[config.mk]
export PLATFORM = sky130hd
export DESIGN_NAME = async_request_node_filter
export DESIGN_NICKNAME = d
export VERILOG_FILES = /design/src/node_filter_pkg.sv /design/src/async_request_node_filter.sv
export SDC_FILE = /design/constraint.sdc
export NUM_CORES = 1
export LEC_CHECK = 0
export ABC_AREA = 1
export BUFFER_PORTS_ARGS = -buffer_cell sky130_fd_sc_hd__buf_4
export CAP_MARGIN = 20
export CORE_UTILIZATION = 56
export DETAILED_ROUTE_END_ITERATION = 12
export PLACE_DENSITY = 0.89
export REMOVE_ABC_BUFFERS = 1
export SLEW_MARGIN = 20
export SYNTH_ARGS = -nofsm -noshare
export SYNTH_HDL_FRONTEND = slang
export SYNTH_SLANG_ARGS = --single-unit
[constraint.sdc]
create_clock -name aclk -period 1.9 [get_ports aclk]
set_input_delay 0.38 -clock aclk [delete_from_list [all_inputs] [get_ports aclk]]
set_output_delay 0.38 -clock aclk [all_outputs]
set_load 0.05 [all_outputs]
[src/node_filter_pkg.sv]
// shared constants and types for the asynchronous request node filter
package node_filter_pkg;

    // ****************************************************************
    // register map, byte addresses
    // ****************************************************************
    localparam logic [11:0] upper_set_addr = 12'h100;
    localparam logic [11:0] upper_clear_addr = 12'h104;
    localparam logic [11:0] lower_set_addr = 12'h108;
    localparam logic [11:0] lower_clear_addr = 12'h10C;
    localparam logic [31:0] filter_reset = 32'h00000000;

    // ****************************************************************
    // field positions
    // ****************************************************************
    localparam int remote_bus_accept_all = 31;
    localparam int upper_node_base = 32;
    localparam logic [5:0] broadcast_node = 6'h3F;

    // ****************************************************************
    // bus answers and request carriers
    // ****************************************************************
    localparam logic [1:0] resp_okay = 2'h0;
    localparam logic [1:0] resp_slverr = 2'h2;

    typedef enum logic [1:0]
    {
        ctx_other = 2'b00,
        ctx_physical = 2'b01,
        async_request_receive_context = 2'b10
    } target_ctx_type;

    typedef struct packed
    {
        logic local_bus;             // source sits on our own bus
        logic [5:0] node;            // source node number
        target_ctx_type ctx;         // receive context the packet heads for
    } request_type;

    typedef struct packed
    {
        logic accept;                // acknowledge and queue the request
        request_type req;            // the request that was judged
    } decision_type;

endpackage : node_filter_pkg

[src/async_request_node_filter.sv]
// per-node acceptance filter for received asynchronous requests
//
// The implementer's own choice: the AXI4-Lite interface to the registers.
`timescale 1ns/100ps

// What this block does
// [RULE1] one enable bit per source node decides if its requests pass
// [RULE2] lower register bit n governs local node n, n from 0 to 31
// [RULE3] upper register bits 19 to 0 govern local nodes 51 to 32
// [RULE4] a set enable bit for a local node accepts its requests
// [RULE5] lower register behaves like the upper one for its node range; upper bit 31 is the remote bus switch, lower bit 31 is node 31
// [RULE6] lower filter is set at 108h and cleared at 10Ch
// [RULE7] set address sets ones, clear address clears ones, both read back
// [RULE8] requests whose node bit is clear are neither acked nor queued
// [RULE9] remote bus requests refused unless upper bit 31 is set
// [RULE10] check applies to physical and asynchronous request contexts
module async_request_node_filter
(
    input wire logic aclk,                         // 125 MHz clock
    input wire logic aresetn,                      // synchronous reset
    input wire logic [11:0] s_axi_awaddr,          // write address
    input wire logic s_axi_awvalid,                // write address valid
    output logic s_axi_awready,                    // write address ready
    input wire logic [31:0] s_axi_wdata,           // write data
    input wire logic [3:0] s_axi_wstrb,            // byte enables
    input wire logic s_axi_wvalid,                 // write data valid
    output logic s_axi_wready,                     // write data ready
    output logic [1:0] s_axi_bresp,                // write response
    output logic s_axi_bvalid,                     // write response valid
    input wire logic s_axi_bready,                 // response taken
    input wire logic [11:0] s_axi_araddr,          // read address
    input wire logic s_axi_arvalid,                // read address valid
    output logic s_axi_arready,                    // read address ready
    output logic [31:0] s_axi_rdata,               // read data
    output logic [1:0] s_axi_rresp,                // read response
    output logic s_axi_rvalid,                     // read data valid
    input wire logic s_axi_rready,                 // read data taken
    input wire logic req_valid,                    // request header present
    input wire node_filter_pkg::request_type req,  // request to judge
    output logic dec_valid,                        // decision pulse
    output node_filter_pkg::decision_type dec      // registered verdict
);

    // ****************************************************************
    // state
    // ****************************************************************
    logic [31:0] lower_r, lower_nxt, upper_r, upper_nxt;
    logic aw_held_r, w_held_r, bvalid_r, rvalid_r, dec_valid_r;
    logic [11:0] awaddr_r;
    logic [31:0] wdata_r, rdata_r;
    logic [3:0] wstrb_r;
    logic [1:0] bresp_r, rresp_r;
    node_filter_pkg::decision_type dec_r, dec_nxt;

    // ****************************************************************
    // write path: address and data caught in either order
    // ****************************************************************
    wire aw_take = s_axi_awvalid & ~aw_held_r;
    wire w_take = s_axi_wvalid & ~w_held_r;
    wire do_write = aw_held_r & w_held_r & ~bvalid_r;
    wire hit_lo_set = awaddr_r == node_filter_pkg::lower_set_addr;
    wire hit_lo_clr = awaddr_r == node_filter_pkg::lower_clear_addr;
    wire hit_hi_set = awaddr_r == node_filter_pkg::upper_set_addr;
    wire hit_hi_clr = awaddr_r == node_filter_pkg::upper_clear_addr;
    wire wr_mapped = hit_lo_set | hit_lo_clr | hit_hi_set | hit_hi_clr;
    logic [31:0] strb_mask;

    // byte enables widen into a bit mask so partial writes touch only
    // the lanes they name
    genvar b;
    generate
        for (b = 0; b < 4; b++)
        begin : g_lane
            assign strb_mask[8*b +: 8] = {8{wstrb_r[b]}};
        end
    endgenerate

    wire [31:0] wr_bits = wdata_r & strb_mask;

    // separate set and clear addresses avoid read-modify-write races with
    // the receive path; zero bits leave the filter alone
    assign lower_nxt = !do_write ? lower_r :
                       hit_lo_set ? (lower_r | wr_bits) :          // RULE6
                       hit_lo_clr ? (lower_r & ~wr_bits) : lower_r; // RULE7
    assign upper_nxt = !do_write ? upper_r :
                       hit_hi_set ? (upper_r | wr_bits) :          // RULE7
                       hit_hi_clr ? (upper_r & ~wr_bits) : upper_r; // RULE5

    assign s_axi_awready = ~aw_held_r;
    assign s_axi_wready = ~w_held_r;
    assign s_axi_bvalid = bvalid_r;
    assign s_axi_bresp = bresp_r;

    // filter registers
    always_ff @(posedge aclk)
    begin
        if (!aresetn)
        begin
            lower_r <= node_filter_pkg::filter_reset;
            upper_r <= node_filter_pkg::filter_reset;
        end
        else
        begin
            lower_r <= lower_nxt;
            upper_r <= upper_nxt;
        end
    end

    // write channel holding and response
    always_ff @(posedge aclk)
    begin
        if (!aresetn)
        begin
            aw_held_r <= 1'b0;
            w_held_r <= 1'b0;
            bvalid_r <= 1'b0;
            bresp_r <= node_filter_pkg::resp_okay;
            awaddr_r <= 12'h000;
            wdata_r <= 32'h00000000;
            wstrb_r <= 4'h0;
        end
        else
        begin
            if (aw_take)
            begin
                aw_held_r <= 1'b1;
                awaddr_r <= s_axi_awaddr;
            end
            if (w_take)
            begin
                w_held_r <= 1'b1;
                wdata_r <= s_axi_wdata;
                wstrb_r <= s_axi_wstrb;
            end
            if (do_write)
            begin
                aw_held_r <= 1'b0;
                w_held_r <= 1'b0;
                bvalid_r <= 1'b1;
                bresp_r <= wr_mapped ? node_filter_pkg::resp_okay
                                     : node_filter_pkg::resp_slverr;
            end
            else if (bvalid_r && s_axi_bready)
                bvalid_r <= 1'b0;
        end
    end

    // ****************************************************************
    // read path: both addresses of a pair read the current filter
    // ****************************************************************
    wire ar_take = s_axi_arvalid & ~rvalid_r;
    wire rd_lo = (s_axi_araddr == node_filter_pkg::lower_set_addr) |
                 (s_axi_araddr == node_filter_pkg::lower_clear_addr);
    wire rd_hi = (s_axi_araddr == node_filter_pkg::upper_set_addr) |
                 (s_axi_araddr == node_filter_pkg::upper_clear_addr);
    wire [31:0] rd_value = rd_lo ? lower_r :                        // RULE7
                           rd_hi ? upper_r : 32'h00000000;

    assign s_axi_arready = ~rvalid_r;
    assign s_axi_rvalid = rvalid_r;
    assign s_axi_rdata = rdata_r;
    assign s_axi_rresp = rresp_r;

    // read data register
    always_ff @(posedge aclk)
    begin
        if (!aresetn)
        begin
            rvalid_r <= 1'b0;
            rdata_r <= 32'h00000000;
            rresp_r <= node_filter_pkg::resp_okay;
        end
        else if (ar_take)
        begin
            rvalid_r <= 1'b1;
            rdata_r <= rd_value;
            rresp_r <= (rd_lo | rd_hi) ? node_filter_pkg::resp_okay
                                       : node_filter_pkg::resp_slverr;
        end
        else if (s_axi_rready)
            rvalid_r <= 1'b0;
    end

    // ****************************************************************
    // request judgement
    // ****************************************************************
    // nodes 0..31 from the lower word, 32..62 from upper bits 0..30;
    // broadcast node 63 has no enable bit; a tied-off zero keeps the
    // index in range so it is refused on the local bus in the physical and asynchronous request contexts
    wire [63:0] node_enable = {1'b0, upper_r[30:0], lower_r};    // RULE2 RULE3
    wire node_known = req.node != node_filter_pkg::broadcast_node;
    wire node_bit = node_known & node_enable[req.node];           // RULE1
    wire checked_ctx = (req.ctx == node_filter_pkg::ctx_physical) |
        (req.ctx == node_filter_pkg::async_request_receive_context); // RULE10
    wire source_ok = req.local_bus ? node_bit                     // RULE4
                   : upper_r[node_filter_pkg::remote_bus_accept_all]; // RULE9

    // a refused request gets accept low, so the link neither acks nor queues
    assign dec_nxt = '{accept: ~checked_ctx | source_ok, req: req}; // RULE8

    // verdict register, one cycle after the request
    always_ff @(posedge aclk)
    begin
        if (!aresetn)
        begin
            dec_valid_r <= 1'b0;
            dec_r <= '0;
        end
        else
        begin
            dec_valid_r <= req_valid;
            dec_r <= dec_nxt;
        end
    end

    assign dec_valid = dec_valid_r;
    assign dec = dec_r;
endmodule : async_request_node_filter

---- Yosys cells after proc, flatten, opt, wreduce, memory -nomap -nowiden ----
Index checks and enable logic that the tools add are counted.
W data, S select, Z words.
storage, ports and cells
  output and inout port bits .............. 52
  logic and storage cells ................. 78
  register bits ........................... 163
operators by class
  magnitude comparators ................... 1
  reduce and logical (&&, ||, !) cells .... 8
  mux-type cells .......................... 15
  eq/ne operators ......................... 11
  bitwise operators ....................... 26
operators with widths
  operator               number
  $mux W32               6
  $and A32 B32 Y32       3
  $eq A12 B9 Y1 const B  8
  $or A32 B32 Y32        2
  $not A32 Y32           1
  $or A1 B1 Y1           8
  $reduce_bool A2 Y1     4
  $lt A6 B7 Y1 const B   1
  $and A1 B1 Y1          6
  $bmux W1 S6            1
  $mux W1                6
  $ne A6 B6 Y1 const B   1
  $not A1 Y1             6
  $mux W2                2
  $reduce_and A2 Y1      2
  $eq A2 B1 Y1 const B   1
  $eq A2 B2 Y1 const B   1
  $reduce_or A2 Y1       1
  $logic_and A1 B1 Y1    1

---- Longest topological paths before layout ----
  depth in word-level cells ............... 5
  depth in mapped cells ................... 15

---- Worst setup path before layout ----
OpenSTA, ideal clock, no wires.
  path kind ............................... reg-to-reg
  from .................................... register rvalid_r (netlist: s_axi_rvalid)
  to ...................................... register rdata_r[10] (netlist: s_axi_rdata[10])
  arrival time ............................ 1860 ps
  required time ........................... 1785 ps
  stages on the path, launching flop included .. 9
  setup slack ............................. -76 ps
  setup time .............................. 115 ps
  cells stage by stage .................... dfxtp_1 inv_1 nand2_1 clkinv_1 clkbuf_1 nor2_1 nor2_1 o21ai_0 inv_1
between the ends
  longest elaborated chain between the ends .. 2
RTL lines
  item                      RTL line                          source
  start: declaration        async_request_node_filter.sv:48   logic aw_held_r, w_held_r, bvalid_r, rvalid_r, dec_valid_r;
  start signal: assignment  async_request_node_filter.sv:169  rvalid_r <= 1'b0;
  start signal: assignment  async_request_node_filter.sv:175  rvalid_r <= 1'b1;
  start signal: assignment  async_request_node_filter.sv:181  rvalid_r <= 1'b0;
  $not A1 Y1                -
  via s_axi_arready         async_request_node_filter.sv:33   output logic s_axi_arready,
  $and A1 B1 Y1             async_request_node_filter.sv:151  wire ar_take = s_axi_arvalid & ~rvalid_r;
  end signal: assignment    async_request_node_filter.sv:176  rdata_r <= rd_value;
  end: declaration          async_request_node_filter.sv:50   logic [31:0] wdata_r, rdata_r;
The timed path passes the listed nets, and every way through them passes these cells.
A chain may end at the register's enable or synchronous reset.

==> impl_metrics.py <==
metrics = {
    "run_status": {
        "status": "complete, no violations",
    },
    "drt": {
        "vias_per_cell": 5.485,
        "first_iter_violations": 679,
        "dr.pass1.iters": 6,
        "ant_nets": 0,
        "vias": 7564,
        "drc": 0,
        "routed_wirelength_microns": 20100,
        "wl_per_cell_microns": 14.57,
    },
    "floorplanning": {
        "die_y_microns": 116.2,
        "core_sq_um": 12670,
        "start_util": 0.5767,
        "die_w_microns": 116.2,
        "die_area_sq_um": 13510,
        "rows": 41,
        "io_pins": 129,
    },
    "worst_setup_path": {
        "critPathCaptureType": "flip-flop",
        "crit_required_ps": 2210,
        "path_max_fanout": 11,
        "cpPeakStageDelay_ps": 360,
        "cp_slowest_cell": "dfxtp_1",
        "cp_cell_sequence": "inv_2, nor2_2, nand2_1, nor3_2, nand2_2, nor2_4, buf_4, clkinvlp_4, buf_4, o21ai_0, a21oi_1",
        "cp_top_family": "simple AND/OR/NAND/NOR gates",
        "cp_common_cell": "buf_4",
        "path_buf_inv": 4,
        "critPathLaunchType": "flip-flop",
        "cp.arrival_ps": 2170,
        "path_class": "reg -> reg",
    },
    "timing": {
        "rsz0062_at_grt": "yes",
        "final-max-slew-violation-count": 0,
        "hold_viol_final": 0,
        "max_freq_mhz": 536.3,
        "fin_worst_skew_ps": 6.864,
        "whs_ps": 140.1,
        "finalSetupViolations": 0,
        "final.setup.tns_ps": 0,
        "post-route-period-util": 0.9814,
        "min_period_ps": 1865,
    },
    "global_routing": {
        "grt_max_degree": 56,
        "grt_util_all_layers": 0.3055,
        "antenna_found_initial": 0,
        "overflow": 0,
        "grt_pass1_wl_microns": 32060,
        "first_global_vias": 6842,
    },
    "yosys": {
        "yosysUniqueCellTypes": 31,
        "synth_edf_count": 0,
        "ys_ff_latch": 161,
        "synth_top_area_cell": "dfxtp_1",
        "synthesis.area_sq_um": 7307,
        "synth_area_per_cell_sq_um": 6.716,
        "yosysWarnings": 0,
        "synthCells": 1088,
        "synth_top_area_share": 0.4411,
        "synthTopCellsByCount": "inv_1 (172), nand2_1 (172), nor2_1 (162)",
        "synthArstFlopShare": 0,
        "synthTopCellsByArea": "dfxtp_1 (44%), inv_1 (8.8%), nand2_1 (8.8%), nor2_1 (8.3%), o21ai_0 (8.3%)",
        "yosysSeqAreaShare": 0.4411,
        "yosys_most_used_dff": "dfxtp_1",
    },
    "clock_network": {
        "cts_tree": "built",
        "postCtsHoldBufs": 0,
        "clk_path_buf_depth": 2,
        "path_clk_slew_ps": 60,
        "numCtsBuffers": 17,
        "clk_latency_ps": 430,
        "htree_levels": 4,
        "cts_root_buffer": "clkbuf_16",
        "clock-sinks": 161,
    },
    "finish": {
        "area_growth_pct": 24.21,
        "fin_area_sq_um": 9076,
        "nets": 1271,
        "diodes": 0,
        "drive_gt1_frac": 0.1624,
        "n_fill_cell": 980,
        "post-route-util": 0.7163,
    },
    "power": {
        "power.leakage_nw": 4.339,
        "total_power_w": 0.008127,
        "power.density_nw_per_um2": 895.4,
        "peakVddDrop_mv": 0.5556,
    },
    "job": {
        "drv_cap": 0,
    },
    "placement": {
        "gp_congestion": 0.8326,
        "io_buffers": 125,
        "hpwl_microns": 12400,
        "place_area_sq_um": 8416,
    },
    "min_path": {
        "hold_path_class": "in -> reg",
    },
}
==> worst reg2reg max path, cell delays in order, from the launching register on <==
cell,delay [ps]
dfxtp_1,360
inv_2,60
nor2_2,90
nand2_1,110
nor3_2,140
nand2_2,120
nor2_4,170
buf_4,140
clkinvlp_4,60
buf_4,190
o21ai_0,230
a21oi_1,100
==> kinds of logic (layout without fill, tap and decap cells) <==
family | count (synthesis) | after routing | synth area share
other cells | 1 | 2 | 0.0005132
simple gates | 411 | 411 | 0.2291
buf+inv | 246 | 364 | 0.1324
compound gates | 269 | 269 | 0.1969
flops | 161 | 161 | 0.4411
==> worst paths after layout <==
| check | depth (start not counted) | startpoint | end | slack, ps |
|---|---|---|---|---|
| setup / recovery | 11 | w_held_r$_SDFFE_PP0P_ | flip-flop | 40 |
| hold / removal | 3 | req_valid | dec_valid$_SDFF_PN0_ | 140 |
| setup reg to reg | 11 | w_held_r$_SDFFE_PP0P_ | flip-flop | 40 |
| hold reg to reg | 2 | flip-flop | flip-flop | 470 |
==> power by group <==
group	leakage [nW]	total (W)	internal, W	switching [W]
logic	2.74	0.00109	0.000372	0.000719
clock network	0.281	0.00341	0.00207	0.00135
registers	1.32	0.00362	0.00353	0.0000935
total	4.34	0.00813	0.00597	0.00216
==> stage by stage <==
stage / cells / setup slack [ps]
global route: 1379 / -42.43
CTS: 1376 / 49.82
global placement: 1340 / 67.09
floorplan: 1019 / -822.4
finish: 1379 / 35.29
detailed placement: 1340 / -71.40
==> routing by layer <==
metal | up-vias | global-route usage | share of wire
li1 | 3681 | - | -
met4 | 0 | 0.1316 | 0.026
met1 | 3414 | 0.3718 | 0.40
met3 | 57 | 0.07473 | 0.094
met2 | 412 | 0.5136 | 0.48
met5 | - | 0 | 0
==> cells in the final DEF (no fill, tap or decap), drive strengths merged <==
master    instances
nand2           173
inv             173
nor2            165
dfxtp           161
buf             155
o21ai           151
nand3            57
a21oi            50
a31oi            32
o22ai            30
clkbuf           23
nand4             8
clkinvlp          6
clkinv            5
o211ai            4
nor4              3
conb              2
bufinv            2
nor3              2
or2               1
o21a              1
nor3b             1
nand3b            1
a21boi            1
==> final cells by class <==
type | count | area, sq um | share of cell area
clock inverter | 9 | 105.1 | 0.01158
tap | 172 | 215.2 | 0.02371
sequential | 161 | 3223 | 0.3551
multi-input combinational | 682 | 3128 | 0.3446
clock buffer | 23 | 488.0 | 0.05376
timing repair buffer | 155 | 1242 | 0.1369
timing repair inverter | 1 | 7.507 | 0.0008271
inverter | 176 | 666.9 | 0.07348
==> timing repair <==
action	CTS	global route
buffers inserted	3	3
endpoints found under the setup margin	22	37
resized for setup	3	8
cloned	1	0
pin swaps	0	1
Note: power is estimated with default switching activity, not from simulation.
